$ cat src/serial_pkg.sv
// shared constants and types of the asynchronous serial transceiver
// assumes a 32-bit apb slave port and one 100 mhz core clock
package serial_pkg;

    // ------------------------------------------------------------
    // register byte offsets
    // ------------------------------------------------------------
    localparam logic [7:0] STATUS_OFS = 8'h00;
    localparam logic [7:0] CONTROL_ONE_OFS = 8'h04;
    localparam logic [7:0] SERIAL_CONTROL_TWO_OFS = 8'h08;
    localparam logic [7:0] SHARED_SERIAL_DATA_OFS = 8'h0C;
    localparam logic [7:0] BAUD_OFS = 8'h10;

    // ------------------------------------------------------------
    // timing
    // ------------------------------------------------------------
    localparam logic [3:0] OVERSAMPLE_LAST = 4'hF;
    localparam logic [3:0] SAMPLE_FIRST = 4'h7;
    localparam logic [3:0] SAMPLE_LAST = 4'h9;
    localparam logic [1:0] LOW_SPEED_PRESCALE_LAST = 2'h3;
    localparam logic [7:0] BAUD_RESET = 8'h00;

    // ------------------------------------------------------------
    // configuration fields
    // ------------------------------------------------------------
    typedef struct packed {
        logic serial_master_enable;
        logic nine_bits;
        logic parity_enable;
        logic parity_odd;
        logic two_stops;
        logic send_break;
        logic tx_bit8;
    } control_one_t;

    typedef struct packed {
        logic transmit_enable;
        logic receive_enable;
        logic high_speed;
        logic address_enable;
        logic wake;
        logic rx_irq_enable;
        logic tx_idle_irq_enable;
        logic tx_empty_irq_enable;
    } serial_control_two_t;

    localparam control_one_t CONTROL_ONE_RESET = '0;
    localparam serial_control_two_t CONTROL_TWO_RESET = '0;

    // one-hot receiver states
    typedef enum logic [4:0] {
        RX_IDLE = 5'h01,
        RX_START = 5'h02,
        RX_DATA = 5'h04,
        RX_PARITY = 5'h08,
        RX_STOP = 5'h10
    } rx_state_t;

    // one received character with its error marks
    typedef struct packed {
        logic parity_err;
        logic noise;
        logic framing_err;
        logic [8:0] data;
    } rx_entry_t;

endpackage : serial_pkg

$ cat src/async_serial_transceiver.sv
// full-duplex asynchronous serial transceiver with apb register access
// assumes an apb master on core_clk and a serial pin pair at the top;
// the receive pin is asynchronous and passes two flops before use
//
// Added by the designer: register access over APB and the register addresses.
`timescale 1ns/100ps
`default_nettype none

module async_serial_transceiver (
    input wire logic core_clk,
    input wire logic rst_b,
    input wire logic psel,
    input wire logic penable,
    input wire logic pwrite,
    input wire logic [31:0] paddr,
    input wire logic [31:0] pwdata,
    output logic [31:0] prdata,
    output logic pready,
    output logic pslverr,
    input wire logic rx_in,
    input wire logic lcd_active,
    output logic tx_out,
    output logic tx_oe,
    output logic rx_owned,
    output logic rx_pullup_off,
    output logic irq
);

    // ------------------------------------------------------------
    // state
    // ------------------------------------------------------------
    typedef struct packed {
        serial_pkg::control_one_t c1;
        serial_pkg::serial_control_two_t c2;
        logic [7:0] baud;
        logic [7:0] div_cnt;
        logic [1:0] pre_cnt;
        logic tick;
        logic [8:0] tx_buf;
        logic tx_full;
        logic [11:0] tx_sh;
        logic [3:0] tx_left;
        logic [3:0] tx_ticks;
        logic rx_sync1;
        logic rx_sync2;
        logic rx_prev;
        serial_pkg::rx_state_t rx_st;
        logic [3:0] rx_ticks;
        logic [2:0] rx_smp;
        logic rx_noisy;
        logic [8:0] rx_sh;
        logic [3:0] rx_bits;
        logic rx_par;
        serial_pkg::rx_entry_t [1:0] fifo;
        logic fifo_head;
        logic [1:0] fifo_cnt;
        logic parity_err;
        logic noise;
        logic framing_err;
        logic overrun;
        logic status_seen;
        logic [31:0] prdata;
        logic pready;
        logic pslverr;
        logic tx_out;
        logic tx_oe;
        logic rx_owned;
        logic rx_pullup_off;
        logic irq;
    } state_t;

    localparam state_t STATE_RESET = '{
        c1: serial_pkg::CONTROL_ONE_RESET,
        c2: serial_pkg::CONTROL_TWO_RESET,
        baud: serial_pkg::BAUD_RESET,
        rx_sync1: 1'b1,
        rx_sync2: 1'b1,
        rx_prev: 1'b1,
        rx_st: serial_pkg::RX_IDLE,
        tx_out: 1'b1,
        default: '0
    };

    state_t s_q;
    state_t s_d;

    // ------------------------------------------------------------
    // next state
    // ------------------------------------------------------------
    always_comb begin
        logic setup;
        logic access;
        logic [7:0] ofs;
        logic tx_on;
        logic rx_on;
        logic tx_busy;
        logic txif;
        logic tidle;
        logic ridle;
        logic maj;
        logic [8:0] rx_data;
        logic push;
        logic pop;
        logic [7:0] status;
        logic [11:0] frame;
        logic rx_pin;
        serial_pkg::rx_entry_t entry;
        setup = psel && !penable;
        access = psel && penable && s_q.pready;
        ofs = paddr[7:0];
        tx_on = s_q.c1.serial_master_enable && s_q.c2.transmit_enable;
        rx_on = s_q.c1.serial_master_enable && s_q.c2.receive_enable;
        tx_busy = s_q.tx_left != 4'h0;
        txif = tx_on && !s_q.tx_full;
        tidle = txif && !tx_busy && !s_q.c1.send_break;
        ridle = s_q.rx_st == serial_pkg::RX_IDLE;
        maj = (s_q.rx_smp[0] & s_q.rx_smp[1]) | (s_q.rx_smp[0] & s_q.rx_smp[2])
            | (s_q.rx_smp[1] & s_q.rx_smp[2]);
        rx_data = s_q.c1.nine_bits ? s_q.rx_sh : {1'b0, s_q.rx_sh[8:1]};
        push = 1'b0;
        pop = 1'b0;
        entry = '0;
        frame = '0;
        rx_pin = s_q.rx_sync2;
        status = {s_q.parity_err, s_q.noise, s_q.framing_err, s_q.overrun,
                  ridle, s_q.fifo_cnt != 2'h0, tidle, txif};
        s_d = s_q;

        // --------------------------------------------------------
        // baud generator: sixteen ticks per bit
        // --------------------------------------------------------
        s_d.tick = 1'b0;
        if (s_q.div_cnt == 8'h00) begin
            s_d.div_cnt = s_q.baud;
            s_d.pre_cnt = s_q.pre_cnt + 2'h1;
            // low speed divides a further four for slow links
            s_d.tick = s_q.c2.high_speed || (s_q.pre_cnt ==
                serial_pkg::LOW_SPEED_PRESCALE_LAST);
        end else begin
            s_d.div_cnt = s_q.div_cnt - 8'h01;
        end

        // receive pin: logic reads the second flop and rx_prev, its copy one cycle later
        s_d.rx_sync1 = rx_in;
        s_d.rx_sync2 = s_q.rx_sync1;
        s_d.rx_prev = s_q.rx_sync2;

        // --------------------------------------------------------
        // transmitter
        // --------------------------------------------------------
        if (!tx_on) begin
            s_d.tx_full = 1'b0;
            s_d.tx_left = 4'h0;
            s_d.tx_ticks = 4'h0;
        end else if (tx_busy) begin
            if (s_q.tick) begin
                s_d.tx_ticks = s_q.tx_ticks + 4'h1;
                if (s_q.tx_ticks == serial_pkg::OVERSAMPLE_LAST) begin
                    s_d.tx_sh = {1'b1, s_q.tx_sh[11:1]};
                    s_d.tx_left = s_q.tx_left - 4'h1;
                end
            end
        end else if (s_q.tx_full && !s_q.c1.send_break) begin
            // frame assembled lsb first behind a low start bit
            frame = {2'b11, s_q.tx_buf, 1'b0};
            if (!s_q.c1.nine_bits) begin
                frame[9] = 1'b1;
            end
            if (s_q.c1.parity_enable) begin
                if (s_q.c1.nine_bits) begin
                    frame[10] = ^s_q.tx_buf ^ s_q.c1.parity_odd;
                end else begin
                    frame[9] = ^s_q.tx_buf[7:0] ^ s_q.c1.parity_odd;
                end
            end
            s_d.tx_sh = frame;
            s_d.tx_left = 4'hA + {3'b000, s_q.c1.nine_bits}
                + {3'b000, s_q.c1.parity_enable}
                + {3'b000, s_q.c1.two_stops};
            s_d.tx_ticks = 4'h0;
            s_d.tx_full = 1'b0;
        end

        // --------------------------------------------------------
        // receiver
        // --------------------------------------------------------
        if (!rx_on) begin
            s_d.rx_st = serial_pkg::RX_IDLE;
        end else if (s_q.rx_st == serial_pkg::RX_IDLE) begin
            if (s_q.rx_prev && !rx_pin) begin
                s_d.rx_st = serial_pkg::RX_START;
                s_d.rx_ticks = 4'h0;
                s_d.rx_noisy = 1'b0;
                s_d.rx_bits = 4'h0;
            end
        end else if (s_q.tick) begin
            s_d.rx_ticks = s_q.rx_ticks + 4'h1;
            if (s_q.rx_ticks >= serial_pkg::SAMPLE_FIRST
                && s_q.rx_ticks <= serial_pkg::SAMPLE_LAST) begin
                s_d.rx_smp = {s_q.rx_smp[1:0], rx_pin};
            end
            if (s_q.rx_ticks == serial_pkg::OVERSAMPLE_LAST) begin
                // three mid-bit samples that disagree mark noise
                if (!(&s_q.rx_smp) && (|s_q.rx_smp)) begin
                    s_d.rx_noisy = 1'b1;
                end
                unique case (s_q.rx_st)
                    serial_pkg::RX_START: begin
                        s_d.rx_st = maj ? serial_pkg::RX_IDLE
                            : serial_pkg::RX_DATA;
                    end
                    serial_pkg::RX_DATA: begin
                        s_d.rx_sh = {maj, s_q.rx_sh[8:1]};
                        s_d.rx_bits = s_q.rx_bits + 4'h1;
                        if (s_q.rx_bits == (s_q.c1.nine_bits ? 4'h8
                            : 4'h7)) begin
                            s_d.rx_st = s_q.c1.parity_enable
                                ? serial_pkg::RX_PARITY : serial_pkg::RX_STOP;
                        end
                    end
                    serial_pkg::RX_PARITY: begin
                        s_d.rx_par = maj;
                        s_d.rx_st = serial_pkg::RX_STOP;
                    end
                    serial_pkg::RX_STOP: begin
                        s_d.rx_st = serial_pkg::RX_IDLE;
                        entry.data = rx_data;
                        entry.framing_err = !maj;
                        entry.noise = s_d.rx_noisy;
                        entry.parity_err = s_q.c1.parity_enable
                            && (s_q.rx_par != (^rx_data ^ s_q.c1.parity_odd));
                        // in address mode only address characters land
                        push = !s_q.c2.address_enable
                            || (s_q.c1.nine_bits ? rx_data[8] : rx_data[7]);
                    end
                    default: begin
                        s_d.rx_st = serial_pkg::RX_IDLE;
                    end
                endcase
            end
        end

        // --------------------------------------------------------
        // register bus
        // --------------------------------------------------------
        s_d.pready = setup;
        s_d.pslverr = 1'b0;
        if (setup) begin
            s_d.prdata = 32'h0000_0000;
            unique case (ofs)
                serial_pkg::STATUS_OFS: s_d.prdata[7:0] = status;
                serial_pkg::CONTROL_ONE_OFS: begin
                    s_d.prdata[7:0] = {s_q.c1[6:1],
                        s_q.fifo[s_q.fifo_head].data[8], 1'b0};
                end
                serial_pkg::SERIAL_CONTROL_TWO_OFS: s_d.prdata[7:0] = s_q.c2;
                serial_pkg::SHARED_SERIAL_DATA_OFS: begin
                    s_d.prdata[7:0] = s_q.fifo[s_q.fifo_head].data[7:0];
                end
                serial_pkg::BAUD_OFS: s_d.prdata[7:0] = s_q.baud;
                default: s_d.pslverr = 1'b1;
            endcase
            if (paddr[1:0] != 2'b00 || paddr[31:8] != 24'h000000) begin
                s_d.pslverr = 1'b1;
            end
        end
        if (access && !s_q.pslverr) begin
            if (ofs == serial_pkg::STATUS_OFS && !pwrite) begin
                s_d.status_seen = 1'b1;
            end
            if (pwrite) begin
                unique case (ofs)
                    serial_pkg::CONTROL_ONE_OFS: begin
                        s_d.c1 = {pwdata[7:2], pwdata[0]};
                    end
                    serial_pkg::SERIAL_CONTROL_TWO_OFS: begin
                        s_d.c2 = pwdata[7:0];
                    end
                    serial_pkg::SHARED_SERIAL_DATA_OFS: begin
                        if (tx_on) begin
                            s_d.tx_buf = {s_q.c1.tx_bit8, pwdata[7:0]};
                            s_d.tx_full = 1'b1;
                        end
                    end
                    serial_pkg::BAUD_OFS: s_d.baud = pwdata[7:0];
                    default: s_d.status_seen = s_d.status_seen;
                endcase
            end
            if (ofs == serial_pkg::SHARED_SERIAL_DATA_OFS) begin
                if (s_q.status_seen) begin
                    s_d.parity_err = 1'b0;
                    s_d.noise = 1'b0;
                    s_d.framing_err = 1'b0;
                    s_d.overrun = 1'b0;
                end
                s_d.status_seen = 1'b0;
                pop = !pwrite && s_q.fifo_cnt != 2'h0;
            end
        end

        // --------------------------------------------------------
        // receive fifo; a new event wins over a clear
        // --------------------------------------------------------
        if (pop) begin
            s_d.fifo_head = !s_q.fifo_head;
        end
        if (push) begin
            // a full fifo, or a pending overrun, blocks new data
            if (s_q.fifo_cnt == 2'h2 || s_q.overrun) begin
                s_d.overrun = 1'b1;
            end else begin
                s_d.fifo[s_q.fifo_head ^ s_q.fifo_cnt[0]] = entry;
                s_d.parity_err = s_d.parity_err | entry.parity_err;
                s_d.noise = s_d.noise | entry.noise;
                s_d.framing_err = s_d.framing_err | entry.framing_err;
            end
        end
        s_d.fifo_cnt = s_q.fifo_cnt
            + {1'b0, push && !s_d.overrun && !s_q.overrun}
            - {1'b0, pop};
        if (!s_q.c1.serial_master_enable) begin
            s_d.fifo_cnt = 2'h0;
        end

        // --------------------------------------------------------
        // pins and interrupt request
        // --------------------------------------------------------
        s_d.tx_oe = tx_on && !lcd_active;
        s_d.tx_out = tx_busy ? s_q.tx_sh[0]
            : !(tx_on && s_q.c1.send_break);
        s_d.rx_owned = rx_on && !lcd_active;
        s_d.rx_pullup_off = rx_on && !lcd_active;
        s_d.irq = (s_q.c2.tx_empty_irq_enable && txif)
            || (s_q.c2.tx_idle_irq_enable && tidle)
            || (s_q.c2.rx_irq_enable && (s_q.fifo_cnt != 2'h0 || s_q.overrun));
    end

    // ------------------------------------------------------------
    // state register
    // ------------------------------------------------------------
    always_ff @(posedge core_clk or negedge rst_b) begin
        if (!rst_b) begin
            s_q <= STATE_RESET;
        end else begin
            s_q <= s_d;
        end
    end

    assign prdata = s_q.prdata;
    assign pready = s_q.pready;
    assign pslverr = s_q.pslverr;
    assign tx_out = s_q.tx_out;
    assign tx_oe = s_q.tx_oe;
    assign rx_owned = s_q.rx_owned;
    assign rx_pullup_off = s_q.rx_pullup_off;
    assign irq = s_q.irq;

endmodule : async_serial_transceiver

`default_nettype wire

$ cat config.mk
export PLATFORM = sky130hd
export DESIGN_NAME = async_serial_transceiver
export DESIGN_NICKNAME = d
export VERILOG_FILES = /design/src/serial_pkg.sv /design/src/async_serial_transceiver.sv
export SDC_FILE = /design/constraint.sdc
export NUM_CORES = 1
export LEC_CHECK = 0
export BUFFER_PORTS_ARGS = -buffer_cell sky130_fd_sc_hd__buf_2
export CORE_MARGIN = 5
export CORE_UTILIZATION = 30
export DETAILED_ROUTE_END_ITERATION = 8
export HOLD_SLACK_MARGIN = 0.1
export PLACE_DENSITY_LB_ADDON = 0.12
export SYNTH_ARGS = -nofsm -noshare
export SYNTH_HDL_FRONTEND = slang
export SYNTH_SLANG_ARGS = --single-unit
$ cat constraint.sdc
create_clock -name core_clk -period 5.1 [get_ports core_clk]
set_clock_uncertainty 0.15 [all_clocks]
set_input_delay 0.51 -clock core_clk [delete_from_list [all_inputs] [get_ports core_clk]]
set_output_delay 0.51 -clock core_clk [all_outputs]
set_load 0.05 [all_outputs]
### Word-level counts from Yosys, hierarchy flattened

Index checks and enable logic that the tools add are counted.

| operators by class | value |
|---|---|
| reductions and logical operators | 80 |
| bitwise logic cells | 14 |
| magnitude comparators | 5 |
| equal/unequal tests | 25 |
| mux-type cells | 68 |
| add/sub/neg operators | 11 |

Operator list:

| cell | count |
|---|---|
| two-way mux 12 bit | 6 |
| two-way mux 9 bit | 5 |
| two-way mux 20 bit | 2 |
| case mux 8 bit (5 select lines) | 1 |
| two-way mux 5 bit | 6 |
| two-way mux 1 bit | 28 |
| two-way mux 27 bit | 1 |
| logical AND 1 bit | 25 |
| bitwise mux 24 bit | 1 |
| nonzero test 24 bit | 1 |
| two-way mux 21 bit | 1 |
| two-way mux 4 bit | 5 |
| AND reduction 4 bit | 5 |
| AND reduction 3 bit | 6 |
| XOR reduction 9 bit | 2 |
| == test 8 x 4 -> 1 bit, second input constant | 2 |
| logical NOT 8 bit | 2 |
| two-way mux 16 bit | 1 |
| two-way mux 8 bit | 2 |
| logical NOT 1 bit | 15 |
| two-way mux 15 bit | 1 |
| case mux 5 bit (3 select lines) | 1 |
| AND reduction 5 bit | 3 |
| nonzero test 2 bit | 7 |
| 43 further kinds | 74 |

| word-level totals | value |
|---|---|
| output and inout port bits | 39 |
| input bits | 71 |
| bits in registers | 140 |

### Depth between registers and ports, before layout

| depth | value |
|---|---|
| depth in word-level cells | 19 |
| mapped depth | 11 |
| mapped depth without buffers | 11 |

### Worst setup path before layout

OpenSTA, ideal clock, no wires.

| timing path | value |
|---|---|
| kind | input to register |
| from | input paddr[1] |
| to | register s_q[45] (netlist bit) |
| slack | 2.321 ns |
| path buffers | 0 |
| stages | 9 |
| library setup time | 0.119 ns |
| arrival | 2.510 ns |
| data required time | 4.831 ns |
| cell sequence | or4_4 > nor3b_1 > nor4b_2 > ha_1 > inv_1 > ha_1 > xnor2_1 > xnor2_1 > and2_1 |

RTL lines:

| what | RTL line | text |
|---|---|---|
| start: declaration | async_serial_transceiver.sv:15 | `input wire logic [31:0] paddr,` |
| end signal: assignment | async_serial_transceiver.sv:343 | `s_q <= STATE_RESET;` |
| end signal: assignment | async_serial_transceiver.sv:345 | `s_q <= s_d;` |
| end: declaration | async_serial_transceiver.sv:84 | `state_t s_q;` |

==> insert_results.sql <==
INSERT INTO impl_metrics (metric_group, metric, value, unit) VALUES
('status', 'outcome', 'finished, final reports clean', ''),
('layout', 'final_area', '8185', 'um^2'),
('min_path', 'timing.hold.worst.class', 'reg -> reg', ''),
('clock_network', 'cts_num_sinks', '134', ''),
('power', 'p_leak', '3.685', 'nW'),
('critical_path', 'criticalPathCategory', 'reg -> reg', ''),
('logic_synthesis', 'synth_async_sr_flop_share', '100.0', '%'),
('logic_synthesis', 'synth-main-ff-cell', 'sky130_fd_sc_hd__dfrtp_1', ''),
('critical_path', 'critPathMaxFanout', '13', ''),
('clock_network', 'postCtsHoldBufs', '3', ''),
('logic_synthesis', 'synth_cells', '674', ''),
('critical_path', 'cp_data_arrival_time', '3.43', 'ns'),
('layout', 'final_cell_count_no_fill', '1054', ''),
('timing', 'min_period_over_period', '64.17', '%'),
('layout', 'final_common_cell', 'sky130_fd_sc_hd__dfrtp_1', ''),
('timing', 'max_slew_margin', '26.26', '%'),
('logic_synthesis', 'synth_seq_area_share', '47.47', '%'),
('routing', 'final_routed_drc_violation_total', '0', ''),
('floorplan', 'pin_count', '110', ''),
('job', 'cap_viol_max_count', '0', ''),
('global_route', 'gr-usage-all-layers', '13.45', '%'),
('routing', 'vias', '5034', ''),
('clock_network', 'setup_buffers_after_cts', '0', ''),
('routing', 'final_antenna_net_count', '0', ''),
('placement', 'placed_cells', '1019', ''),
('global_route', 'grt.overflow.total', '0', ''),
('timing', 'fin_tns_setup', '0', 'ns'),
('timing', 'rsz0062_at_grt', 'false', ''),
('clock_network', 'tritoncts', 'yes', ''),
('critical_path', 'crit_chain', 'ha_1 > and3_1 > nand4_1 > nor4_1 > inv_1 > ha_1 > inv_1 > ha_1 > xnor2_1 > xnor2_1 > and2_1', ''),
('routing', 'drt_first_pass_iters', '6', ''),
('logic_synthesis', 'synth_warnings', '0', ''),
('global_route', 'grt_max_degree', '96', ''),
('global_route', 'grt_pass1_wl', '28.08', 'mm'),
('floorplan', 'die_area', '26760', 'um^2'),
('timing', 'setup_viol', '0', ''),
('clock_network', 'clock_tree.root_cell', 'sky130_fd_sc_hd__clkbuf_16', ''),
('critical_path', 'reg2reg_setup_slack', '1.83', 'ns'),
('critical_path', 'worstPathBufferInverterCount', '2', ''),
('critical_path', 'crit_path_max_incr_delay', '0.53', 'ns'),
('logic_synthesis', 'synth_area_per_cell', '10.50', 'um^2'),
('layout', 'n_antenna_cell', '0', ''),
('routing', 'detailed_router_s_first_iteration_violation_count', '315', ''),
('floorplan', 'rows', '56', ''),
('timing', 'clock.fmax', '305.6', 'MHz'),
('floorplan', 'die_h', '163.6', 'um'),
('layout', 'commonest_non_fill_non_tap_cells_in_the_layout', '129 x sky130_fd_sc_hd__dfrtp_1, 62 x sky130_fd_sc_hd__nor2_1, 60 x sky130_fd_sc_hd__buf_2, 56 x sky130_fd_sc_hd__mux2_2, 50 x sky130_fd_sc_hd__nand2_1', ''),
('critical_path', 'critical_path.slowest_cell', 'sky130_fd_sc_hd__nor4_1', ''),
('critical_path', 'critical_path.startpoint_type', 'flop', ''),
('global_route', 'first_global_vias', '5178', ''),
('critical_path', 'critical_path_data_required_time', '5.25', 'ns'),
('power', 'p_total', '0.002676', 'W'),
('critical_path', 'library_cell_appearing_most_often_on_the_critical_path', 'sky130_fd_sc_hd__ha_1', ''),
('clock_network', 'post_cts_resized', '0', ''),
('power', 'power_density', '326.9', 'nW/um^2'),
('floorplan', 'dieWidth', '163.6', 'um'),
('routing', 'route.final.wire_length', '17.34', 'mm'),
('layout', 'syn2layout_area_growth', '15.66', '%'),
('logic_synthesis', 'synth_area', '7077', 'um^2'),
('routing', 'drt-vias-per-instance', '4.776', ''),
('layout', 'nNetsFinal', '804', ''),
('placement', 'placement.cell_area', '7532', 'um^2'),
('clock_network', 'htree_levels', '4', ''),
('layout', 'post_route_cells_drive_above_1_share', '24.08', '%'),
('clock_network', 'cts_inserted_buffers', '17', ''),
('timing', 'crit_path_time_final', '3.273', 'ns'),
('global_route', 'antenna_violations_before_repair', '0', ''),
('placement', 'dp_hpwl', '12.32', 'mm'),
('logic_synthesis', 'synth-edff-count', '0', ''),
('critical_path', 'end_kind', 'flop', ''),
('placement', 'port_buffers', '61', '');
[worst paths after layout]
check / from / end / depth (start not counted)
max: s_q[89]$_DFFE_PN0P_ / s_q[45]$_DFF_PN0_ / 11
min: s_d[99]$_DFF_PN1_ / s_d[98]$_DFF_PN1_ / 0
max reg2reg: s_q[89]$_DFFE_PN0P_ / s_q[45]$_DFF_PN0_ / 11
min reg2reg: s_d[99]$_DFF_PN1_ / s_d[98]$_DFF_PN1_ / 0
max in group asynchronous: rst_b / s_q[150]$_DFFE_PN0P_ / 3
min in group asynchronous: rst_b / s_q[141]$_DFF_PN0_ / 2
[cells by family after synthesis]
kind of cell               Yosys count  share of synthesized area (%)
adders and majority gates           12                          2.192
and+or+nand+nor                    214                          15.84
muxes                               87                          13.97
buffers and inverters               77                          6.011
DFF                                134                          47.47
xor gates and xnor gates            27                          3.731
other                                1                        0.05299
AOI/OAI and AO/OA                  122                          10.73
[area by class of cell]
type	instances	area, um^2
timing repair buffer	66	356.6
tap	319	399.1
sequential	134	3359
inverter	17	63.81
clock inverter	12	176.4
clock buffer	20	446.7
fill	2371	15150
multi-input combinational	486	3383
[through the flow]
stage | hold slack [ns] | worst slack, ns | utilization (%)
after floorplan | 0.06441 | 2.321 | -
after global placement | 0.1972 | 1.839 | 32.28
after detailed placement | 0.1987 | 1.782 | 32.28
after CTS | 0.2076 | 1.767 | 35.08
after global routing | 0.2167 | 1.542 | 35.08
final | 0.2070 | 1.827 | 35.08
[state kept, by name, summed over array words and instances (netlist names)]
signal         flops
pready             1
irq                1
tx_out             1
tx_oe              1
s_q              118
pslverr            1
rx_pullup_off      1
prdata             8
s_d                2
[per-layer routing]
layer | part of all wire, % | up-vias | track usage [%] | wire length, um
li1 | - | 2448 | - | -
met1 | 48 | 2508 | 17.80 | 8322
met2 | 48 | 67 | 22.08 | 8376
met3 | 2.6 | 11 | 3.104 | 449
met4 | 1.1 | 0 | 3.889 | 187
met5 | 0 | - | 0 | 0
[power by group]
group          leakage, nW  total, W  internal (W)  switching (W)
logic                 1.59  0.000229     0.0000795       0.000150
clock network        0.289   0.00130      0.000831       0.000471
registers             1.81   0.00115       0.00111      0.0000352
[Yosys cell counts (all sizes together) (2+ instances only)]
cell type / number / area share, %
o32ai: 2 / 0.25
nor2: 63 / 3.4
dfstp: 5 / 1.9
nand3: 22 / 1.6
xnor3: 2 / 0.64
xnor2: 19 / 2.4
xor2: 6 / 0.74
mux2i: 20 / 2.8
or3: 5 / 0.44
clkbuf: 19 / 1.0
or4: 3 / 0.37
a2bb2oi: 2 / 0.25
nand4: 10 / 0.88
dfrtp: 129 / 46
nor3b: 4 / 0.42
a22o: 4 / 0.49
or2: 4 / 0.35
o21bai: 4 / 0.42
inv: 17 / 0.90
buf: 41 / 4.1
nand2: 50 / 2.7
and2: 5 / 0.44
a32oi: 2 / 0.25
mux2: 67 / 11
nor4b: 3 / 0.46
a31oi: 16 / 1.4
nand2b: 8 / 0.71
a21o: 4 / 0.42
a21oi: 33 / 2.3
a211o: 2 / 0.25
and3: 5 / 0.44
nor3: 8 / 0.88
o21ai: 34 / 2.4
nand4b: 2 / 0.25
nor4: 11 / 1.4
a32o: 2 / 0.28
a211oi: 6 / 0.71
and4b: 2 / 0.28
nor2b: 7 / 0.62
ha: 10 / 1.8
o31ai: 5 / 0.53
[worst reg2reg max path, cell delays in order, from the launching register on]
cell and delay (ns):
sky130_fd_sc_hd__dfrtp_1 0.41, sky130_fd_sc_hd__ha_1 0.25, sky130_fd_sc_hd__and3_1 0.27, sky130_fd_sc_hd__nand4_1 0.47, sky130_fd_sc_hd__nor4_1 0.53, sky130_fd_sc_hd__inv_1 0.15, sky130_fd_sc_hd__ha_1 0.30, sky130_fd_sc_hd__inv_1 0.04
sky130_fd_sc_hd__ha_1 0.18, sky130_fd_sc_hd__xnor2_1 0.13, sky130_fd_sc_hd__xnor2_1 0.12, sky130_fd_sc_hd__and2_1 0.15
Power figures use the tool's default switching activity.
